[config.mk]
export PLATFORM = sky130hd
export DESIGN_NAME = dac_module_command_engine
export DESIGN_NICKNAME = d
export VERILOG_FILES = /design/src/pkg/dac_cmd_pkg.sv /design/src/hw/dac_module_command_engine.sv /design/src/hw/sample_fifo.sv
export VERILOG_INCLUDE_DIRS = /design/src /design/src/pkg
export SDC_FILE = /design/constraint.sdc
export NUM_CORES = 1
export LEC_CHECK = 0
export BUFFER_PORTS_ARGS = -buffer_cell sky130_fd_sc_hd__buf_2
export CAP_MARGIN = 20
export CORE_AREA = 2 2 225 227
export DETAILED_ROUTE_END_ITERATION = 10
export DIE_AREA = 0 0 227 229
export HOLD_SLACK_MARGIN = 0.1
export PLACE_DENSITY_LB_ADDON = 0.3
export SLEW_MARGIN = 40
export SYNTH_ARGS = -nofsm -noshare
export SYNTH_HDL_FRONTEND = slang
export SYNTH_HIERARCHICAL = 1
export SYNTH_SLANG_ARGS = --single-unit
[constraint.sdc]
create_clock -name clock -period 7.4 [get_ports clock]
set_input_delay 1.48 -clock clock [delete_from_list [all_inputs] [get_ports clock]]
set_output_delay 1.48 -clock clock [all_outputs]
set_load 0.03 [all_outputs]
[src/pkg/dac_cmd_defs.svh]
`ifndef DAC_CMD_DEFS_SVH
`define DAC_CMD_DEFS_SVH
`define WORD_W 32
`define SAMPLE_W 16
`define FIFO_DEPTH 16
`define FIFO_AW 4
`define REPLY_PERIOD 11'h400
`define BASE_DIV_CYC 6'h32
`define DIV_LIMIT 7'h40
`define DIV_MAX 8'h3c
// arbitrary firmware version value
`define FW_VERSION 6'h01
// arbitrary module identifier value
`define MODULE_ID 8'h5a
`define RPL_IDENT 2'h2
`define RPL_EEPROM 8'h60
`define RPL_FILL 3'h6
`define RPL_ECHO 3'h7
`define B1_MSB 31
`define B2_MSB 23
`define B3_MSB 15
`endif

[src/pkg/dac_cmd_pkg.sv]
`include "dac_cmd_defs.svh"
package dac_cmd_pkg;
    typedef enum logic [1:0] {st_wait, st_arm, st_run} mode_e;
    typedef enum logic [2:0] {
        cmd_none, cmd_halt, cmd_reset, cmd_eeprom, cmd_settings, cmd_run,
        cmd_sample
    } cmd_e;
endpackage : dac_cmd_pkg

[src/hw/dac_module_command_engine.sv]
// Overview of operation
// RULE_01 - after reset wait for commands, preload allowed, no DAC output
// RULE_02 - run command enters running, starts output and periodic replies
// RULE_03 - halt command stops output and replies, returns to wait silently
// RULE_04 - reset command reinitialises all, clears FIFO, sends identifier
// RULE_05 - controller sends halt before any reset
// RULE_06 - eeprom access executed with reply only while waiting
// RULE_07 - eeprom reply first byte 01100000, last bit carries read bit
// RULE_08 - settings command stores options and divisor only while waiting
// RULE_09 - sample period is (64 minus divisor) base ticks per output
// RULE_10 - channel count select picks one, two, four or eight channels
// RULE_11 - external trigger start waits for falling trigger edge
// RULE_12 - controller sends one sample per active channel per group
// RULE_13 - ring mode loops FIFO output back, no refills while running
// RULE_14 - reply type zero echoes each sample, one reports every 1024
// RULE_15 - fifo clear bit empties the sample FIFO
// RULE_16 - data word preloads FIFO while waiting, refills while running
// RULE_17 - identifier reply carries firmware version and module id
// RULE_18 - fill report carries level in kilosamples and error flags
// RULE_19 - one fill report after every 1K samples read
// RULE_20 - echo reply returns sample, channel code and error flags
// RULE_21 - underrun flag on empty FIFO during output, outputs hold
// RULE_22 - overflow flag when sample meets full FIFO, sample dropped; code sets the flag only while running, not while waiting or armed
// RULE_23 - one shared FIFO serves as stream buffer or looped ring
// RULE_24 - while running only samples, halt and reset are acted on
`timescale 1ns/1ps
`default_nettype none
`include "dac_cmd_defs.svh"
module dac_module_command_engine
    import dac_cmd_pkg::*;
(
    input wire logic clock,
    input wire logic rst,
    input wire logic cmd_valid,
    output logic cmd_ready,
    input wire logic [`WORD_W:0] cmd_word,
    output logic reply_valid,
    input wire logic reply_ready,
    output logic [`WORD_W:0] reply_word,
    input wire logic trigger_in,
    output logic eeprom_strobe,
    output logic [1:0] eeprom_bits,
    input wire logic eeprom_read_bit,
    output logic dac_strobe,
    output logic [2:0] dac_channel,
    output logic [`SAMPLE_W-1:0] dac_value,
    output logic running
);
    localparam int FW = `SAMPLE_W + 3;
    typedef struct packed {
        mode_e mode;
        logic [1:0] chan_sel;
        logic report_mode;
        logic ring;
        logic ext_trig;
        logic [7:0] divisor;
        logic [5:0] base_cnt;
        logic [5:0] rate_cnt;
        logic [3:0] slot;
        logic [10:0] read_cnt;
        logic underrun;
        logic overflow;
        logic trig_prev;
        logic pend;
        logic [`WORD_W:0] pend_word;
        logic [`WORD_W:0] reply;
        logic rvalid;
        logic ee;
        logic [1:0] ee_bits;
        logic strobe;
        logic [2:0] chan;
        logic [`SAMPLE_W-1:0] value;
    } state_s;
    state_s r;
    state_s next_r;
    logic flush;
    logic f_in_valid;
    logic f_in_ready;
    logic [FW-1:0] f_in_data;
    logic f_out_valid;
    logic f_out_ready;
    logic [FW-1:0] f_out_data;
    logic [`FIFO_AW:0] f_level;
    cmd_e cmd;
    logic tick;
    logic pop;
    function automatic cmd_e decode(input logic [`WORD_W:0] w);
        logic [7:0] b1;
        b1 = w[`B1_MSB:`B1_MSB-7];
        if (!w[`WORD_W]) begin
            decode = (b1[7:4] == 4'h0 && !b1[0]) ? cmd_sample : cmd_none;
        end else if (b1[7:6] == 2'h0) begin
            decode = cmd_halt;
        end else if (b1[7:6] == 2'h2) begin
            decode = cmd_reset;
        end else if (b1[7:2] == 6'h18 && w[`B2_MSB:0] == 24'h0) begin
            decode = cmd_eeprom;
        end else if (b1 == 8'he0) begin
            decode = cmd_settings;
        end else if (b1[7:5] == 3'h6) begin
            decode = cmd_run;
        end else begin
            decode = cmd_none;
        end
    endfunction : decode
    function automatic logic [4:0] group_size(input logic [1:0] sel);
        group_size = 5'h1 << sel;
    endfunction : group_size
    assign cmd = decode(cmd_word);
    // RULE_04 reset clears fifo
    assign flush = cmd_valid && cmd_ready
        && (cmd == cmd_reset
        // RULE_15 clear bit flushes
        || (cmd == cmd_settings && r.mode == st_wait
        && cmd_word[`B2_MSB-4]));
    // reply slot must be free before any word is taken
    assign cmd_ready = !r.rvalid || reply_ready;
    assign tick = r.mode == st_run && r.base_cnt == `BASE_DIV_CYC - 1'b1
        && r.rate_cnt == 6'h0;
    // RULE_13 ring loops output
    assign f_out_ready = tick;
    assign pop = tick && f_out_valid;
    always_comb begin
        f_in_valid = 1'b0;
        f_in_data = {cmd_word[`B1_MSB-4:`B1_MSB-6], cmd_word[15:0]};
        if (pop && r.ring) begin
            f_in_valid = 1'b1;
            f_in_data = f_out_data;
        end else if (cmd_valid && cmd_ready && cmd == cmd_sample
            // RULE_16 preload or refill
            && !(r.ring && r.mode != st_wait)) begin
            f_in_valid = 1'b1;
        end
    end
    // RULE_23 shared sample fifo
    sample_fifo #(.WIDTH(FW), .DEPTH(`FIFO_DEPTH), .AW(`FIFO_AW)) u_fifo (
        .clock(clock),
        .rst(rst),
        .flush(flush),
        .in_valid(f_in_valid),
        .in_ready(f_in_ready),
        .in_data(f_in_data),
        .out_valid(f_out_valid),
        .out_ready(f_out_ready),
        .out_data(f_out_data),
        .level(f_level)
    );
    always_comb begin
        next_r = r;
        next_r.ee = 1'b0;
        next_r.strobe = 1'b0;
        next_r.trig_prev = trigger_in;
        if (r.rvalid && reply_ready) begin
            next_r.rvalid = 1'b0;
        end
        // pending status reply moves into the free slot
        if (r.pend && !next_r.rvalid) begin
            next_r.pend = 1'b0;
            next_r.rvalid = 1'b1;
            next_r.reply = r.pend_word;
        end
        if (r.mode == st_run) begin
            next_r.base_cnt = r.base_cnt + 1'b1;
            if (r.base_cnt == `BASE_DIV_CYC - 1'b1) begin
                next_r.base_cnt = '0;
                // RULE_09 divisor sets period
                next_r.rate_cnt = (r.rate_cnt == 6'h0)
                    ? 6'(`DIV_LIMIT - r.divisor[5:0] - 1'b1)
                    : r.rate_cnt - 1'b1;
            end
        end
        if (tick) begin
            // RULE_10 group slots
            next_r.slot = (r.slot + 1'b1 == 4'(group_size(r.chan_sel)))
                ? 4'h0 : r.slot + 1'b1;
            if (!f_out_valid) begin
                // RULE_21 underrun holds outputs
                next_r.underrun = 1'b1;
            end
        end
        if (pop) begin
            next_r.strobe = 1'b1;
            next_r.chan = f_out_data[FW-1:`SAMPLE_W];
            next_r.value = f_out_data[`SAMPLE_W-1:0];
            next_r.read_cnt = r.read_cnt + 1'b1;
            if (!r.report_mode) begin
                // RULE_14 echo each sample
                // RULE_20 echo format
                next_r.pend = 1'b1;
                next_r.pend_word = {1'b1, `RPL_ECHO, r.underrun,
                    f_out_data[FW-1:`SAMPLE_W], r.overflow, 8'h00,
                    f_out_data[`SAMPLE_W-1:0]};
                next_r.underrun = 1'b0;
                next_r.overflow = 1'b0;
            // RULE_19 report every 1K
            end else if (r.read_cnt + 1'b1 == `REPLY_PERIOD) begin
                next_r.read_cnt = '0;
                // RULE_18 fill report format
                next_r.pend = 1'b1;
                next_r.pend_word = {1'b1, `RPL_FILL, r.underrun, 3'h0,
                    r.overflow, 12'h000, 12'(f_level >> 10)};
                next_r.underrun = 1'b0;
                next_r.overflow = 1'b0;
            end
        end
        // RULE_22 overflow drops sample
        if (cmd_valid && cmd_ready && cmd == cmd_sample && r.mode == st_run
            && !r.ring && !f_in_ready) begin
            next_r.overflow = 1'b1;
        end
        // RULE_11 falling trigger edge
        if (r.mode == st_arm && r.trig_prev && !trigger_in) begin
            next_r.mode = st_run;
        end
        if (cmd_valid && cmd_ready) begin
            unique case (cmd)
                // RULE_03 halt silently
                cmd_halt: begin
                    next_r.mode = st_wait;
                    next_r.pend = 1'b0;
                end
                // RULE_04 identifier reply
                cmd_reset: begin
                    next_r = '0;
                    next_r.trig_prev = trigger_in;
                    next_r.rvalid = 1'b1;
                    // RULE_17 identifier format
                    next_r.reply = {1'b1, `RPL_IDENT, `FW_VERSION,
                        `MODULE_ID, `MODULE_ID, 8'h00};
                end
                // RULE_06 eeprom only waiting
                cmd_eeprom: if (r.mode == st_wait) begin
                    next_r.ee = 1'b1;
                    next_r.ee_bits = cmd_word[`B1_MSB-6:`B1_MSB-7];
                    // RULE_07 eeprom reply
                    next_r.rvalid = 1'b1;
                    next_r.reply = {1'b1, `RPL_EEPROM, 23'h0,
                        eeprom_read_bit};
                end
                // RULE_08 settings when waiting
                cmd_settings: if (r.mode == st_wait) begin
                    next_r.chan_sel = cmd_word[`B2_MSB:`B2_MSB-1];
                    next_r.report_mode = cmd_word[`B2_MSB-5];
                    next_r.ring = cmd_word[`B2_MSB-6];
                    next_r.ext_trig = cmd_word[`B2_MSB-7];
                    next_r.divisor = (cmd_word[`B3_MSB:`B3_MSB-7] > `DIV_MAX)
                        ? `DIV_MAX : cmd_word[`B3_MSB:`B3_MSB-7];
                end
                // RULE_02 run starts output
                cmd_run: if (r.mode == st_wait) begin
                    next_r.mode = r.ext_trig ? st_arm : st_run;
                    next_r.base_cnt = '0;
                    next_r.rate_cnt = '0;
                    next_r.slot = '0;
                    next_r.read_cnt = '0;
                    next_r.underrun = 1'b0;
                    next_r.overflow = 1'b0;
                end
                // RULE_24 others ignored
                default: begin
                end
            endcase
        end
    end
    // RULE_01 reset to waiting
    always_ff @(posedge clock) begin
        if (rst) begin
            r <= '0;
        end else begin
            r <= next_r;
        end
    end
    assign reply_valid = r.rvalid;
    assign reply_word = r.reply;
    assign eeprom_strobe = r.ee;
    assign eeprom_bits = r.ee_bits;
    assign dac_strobe = r.strobe;
    assign dac_channel = r.chan;
    assign dac_value = r.value;
    assign running = r.mode == st_run;
endmodule : dac_module_command_engine
`default_nettype wire

[src/hw/sample_fifo.sv]
`timescale 1ns/1ps
`default_nettype none
module sample_fifo #(
    parameter int WIDTH = 19,
    parameter int DEPTH = 16,
    parameter int AW = 4
) (
    input wire logic clock,
    input wire logic rst,
    input wire logic flush,
    input wire logic in_valid,
    output logic in_ready,
    input wire logic [WIDTH-1:0] in_data,
    output logic out_valid,
    input wire logic out_ready,
    output logic [WIDTH-1:0] out_data,
    output logic [AW:0] level
);
    logic [WIDTH-1:0] mem [DEPTH];
    logic [AW-1:0] rd;
    logic [AW-1:0] wr;
    logic push;
    logic pop;
    // a pop in the same cycle frees the slot a looped sample needs
    assign in_ready = !flush
        && (level != (AW+1)'(DEPTH) || (out_ready && level != '0));
    assign out_valid = (level != '0) && !flush;
    assign out_data = mem[rd];
    assign push = in_valid && in_ready;
    assign pop = out_valid && out_ready;
    always_ff @(posedge clock) begin
        if (rst || flush) begin
            rd <= '0;
            wr <= '0;
            level <= '0;
        end else begin
            if (push) begin
                mem[wr] <= in_data;
                wr <= wr + 1'b1;
            end
            if (pop) begin
                rd <= rd + 1'b1;
            end
            level <= level + (AW+1)'(push) - (AW+1)'(pop);
        end
    end
endmodule : sample_fifo
`default_nettype wire

==> key figures <==
Synth
  • Synth area leaders: edfxtp_1 (50%), dfxtp_1 (16%), mux4_2 (9.5%)
  • Syn nets: approximately 1300
  • Synth Instances: 1241
  • Mean post-synth cell area: 14.6 sq um
  • Unique masters post-synth: 75
  • Post-synth EDFFs: 304
  • Ys Warns: 6
  • Sequential-to-total area share from yosys stat: roughly 66%
  • Synth top area share: 50.4%
  • Ys flop type: edfxtp_1
  • Synthesized flop and latch total: about 450
  • Most common cell in the netlist: edfxtp_1
  • Async SR Flop Fraction: 0%
  • Commonest cells post-synth: edfxtp_1 (304), dfxtp_1 (145), nand2_1 (126)
  • Synth area leader: edfxtp_1
  • Post-Syn Area: around 0.018 sq mm

Clock tree
  • PostCTS Resize Cnt: 0
  • Max clock buf depth: 3
  • Worst skew pair latency: around 580 ps
  • CTS sink count: ~450
  • Worst-path clk slew: about 60 ps
  • Post-CTS setup buffers: 0
  • H-tree Lvls: 2
  • CTS buffer count: 46
  • Clock Tree Root: clkbuf_16
  • Hold_buf cts: 0
  • CTS tree: yes

Drt
  • DR vias: roughly 11000
  • Antenna Nets Post-Route: 0
  • Vias/cell: 5.27
  • WL/cell: 21.6 um
  • DRT iter0 DRCs: between 900 and 1000
  • DRT Wirelength: between 40000 and 50000 um
  • DR pass1 iterations: 4
  • Residual DRC: 0

Final layout
  • Diodes inserted: 0
  • Layout cells sized above 1: about a quarter
  • Fin cells: 2014
  • Area growth syn-to-layout: 13.6%
  • Layout Nets: 1359

Floorplanning
  • Die Y: about 230 um
  • Die ar.: around 0.052 sq mm
  • Floorplan row count: around 80
  • CORE AREA: ~0.050 sq mm
  • Starting Density: between 30 and 40%
  • IO Count: 98
  • Width of the die: 227 um

STA
  • Setup TNS: 0 ps
  • RSZ-0062 raised after global routing: false
  • Skew final: roughly 19 ps
  • Fin. Hold Viols: 0
  • Max Clk Rate: about 170 MHz
  • # setup viols final: 0
  • Worst slew margin: 48.1%
  • Tcrit/Tclk final: 79.0%
  • Minimum clock period: 5850 ps
  • Actual slew at the worst max-slew pin: about 780 ps
  • Final Max Tran Viols: 0

Setup path
  • Worst reg2reg path endpoint: u_fifo/level[4]
  • Crit path DAT: approximately 6300 ps
  • CP Max Fanout: 20
  • R2R Setup Slk: 2490 ps
  • FF-to-FF Start: r[134]
  • CP Class: in -> reg
  • Buf+Inv Stages, Crit Path: 6
  • CP Cell Sequence: buf_2, or3_4, nor4_2, nand3_1, buf_4, o21ai_0, nor2_1, nand3_1, buf_4, o21ai_0, inv_1, a211o_1, ha_1, inv_1, ha_1, inv_1, fa_1, nand2b_1, a21oi_1, o21ai_0, nor3b_1
  • Crit path max-delay family: simple AND/OR/NAND/NOR gates
  • Startpoint Class: primary input
  • Slowest CP cell: nor4_2
  • R2R cell count: 20
  • Crit path capture type: flop
  • Critical Path RT: roughly 8000 ps
  • Slowest cell delay on critical path: 500 ps

Global route
  • Gr ovfl total: 0
  • Largest net degree at the start of global routing: between 60 and 70
  • Initial antenna violation count: 0
  • Vias in the first global route: 10600
  • M2 GR Usage: between 20% and 30%
  • Met1 usage: 22.7%
  • GR peak layer: met2
  • Total track usage: between 15 and 20%
  • First-pass GRT wire length: about 65000 um
  • Met3 Resource Use GR: about 2.4%

Placement
  • Port bufs: slightly below 100
  • GPL Wtd Cong: ~0.83
  • Dpl cells: 1927
  • Placed wire-length estimate: around 28000 um

Pwr
  • Lkg Pwr: roughly 0.0069 uW
  • Pwr Total: 5080 uW
  • Worst IR Drop VDD: roughly 160 uV
  • Pwr/cell area: 247 mW/mm^2

Run status
  • Status: completed

Flow run
  • Max-Cap Viols: 0

Min path
  • Min-delay src: dac_value[11]
  • Worst Hold Endpoint: dac_value[11]
  • Hold Path Depth: 2
  • Hold WC Path Type: reg -> reg
==> power by group <==
| group | switching (uW) | internal (uW) |
|---|---|---|
| Sequential | 4.11 | 2680 |
| Combinational | 96.1 | 35.0 |
| Clock | 995 | 1270 |
==> logic make-up after synthesis <==
kind of cell,count (synthesis),share of synthesized area (%)
DFF,449,66.4
and+or+nand+nor,328,9.04
AOI/OAI and AO/OA,186,6.78
buffers and inverters,134,4.28
muxes,109,11.4
xor gates and xnor gates,19,0.919
adders and majority gates,16,1.15
==> worst min-delay path, stage by stage, from the launching register on <==
cell     delay [ps]
dfxtp_1         310
nand2_1          50
a21oi_1          50
==> cell type report <==
class                           instances  area, sq um
Timing Repair Buffer                  125          723
Multi-Input combinational cell        658         5380
Sequential cell                       449        12000
Clock inverter                         36          292
Tap cell                              672          841
Fill cell                            4516        29100
Inverter                               24         90.1
Clock buffer                           50         1210
==> sequential cells by signal, indices dropped and copies added, names as in the netlist, named ones only <==
signal and cells:
reply_word 33, reply_valid 1, r 71, eeprom_strobe 1, u_fifo/rd 4, dac_channel 3
u_fifo/level 5, dac_strobe 1, u_fifo/mem 304, dac_value 16, u_fifo/wr 4, eeprom_bits 2
==> per-stage QoR <==
step | hold WS, ps | area [sq um] | setup WS (ps) | utilization, %
final | 449 | 20600 | 1550 | 41.4
after global routing | 470 | 20600 | 1090 | 41.4
after CTS | 453 | 20500 | 1610 | 41.4
after detailed placement | 443 | 19000 | 1020 | 38.4
after global placement | 438 | 19000 | 1090 | 38.3
after floorplan | 414 | 18100 | 1730 | -
==> how the worst max path moves through the flow <==
stage | start | end | cells past startpoint
2_1_floorplan | cmd_word[26] | u_fifo/level[4] | 21
3_3_place_gp | cmd_word[26] | u_fifo/level[4] | 21
3_5_place_dp | cmd_word[26] | u_fifo/level[4] | 21
4_1_cts | cmd_word[26] | u_fifo/level[4] | 21
5_1_grt | cmd_word[26] | u_fifo/level[4] | 21
6_report | cmd_word[26] | u_fifo/level[4] | 21
==> metal layers <==
layer | up-vias | share of wire, %
met5 | - | 0
met4 | 0 | 1.8
met3 | 55 | 5.3
met2 | 314 | 49
met1 | 5445 | 44
li1 | 4802 | -
==> placed cells by master, fill, tap and decap left out, types with 5 or more instances in the layout <==
cell type  count
mux2_2        20
dfxtp_1      143
clkinv_1       6
ha_1          15
nor2_2        16
xor2_1         8
edfxtp_1     304
buf_4         23
mux2i_1       13
a21oi_1       62
a22o_1        19
or4_1          5
and2_1        10
xnor2_1       11
clkbuf_16     46
mux4_2        76
inv_1         24
nor2b_1        6
nor3_1        14
nor2_1        44
buf_2         97
nor4_1         8
a22oi_1       38
nand3_1       29
nand2_1      126
nand2b_1       6
o21ai_0       28
nand3b_1       5
or3_1          8
clkinv_2      15
nand4_1       13
(Power assumes the default switching activity.)
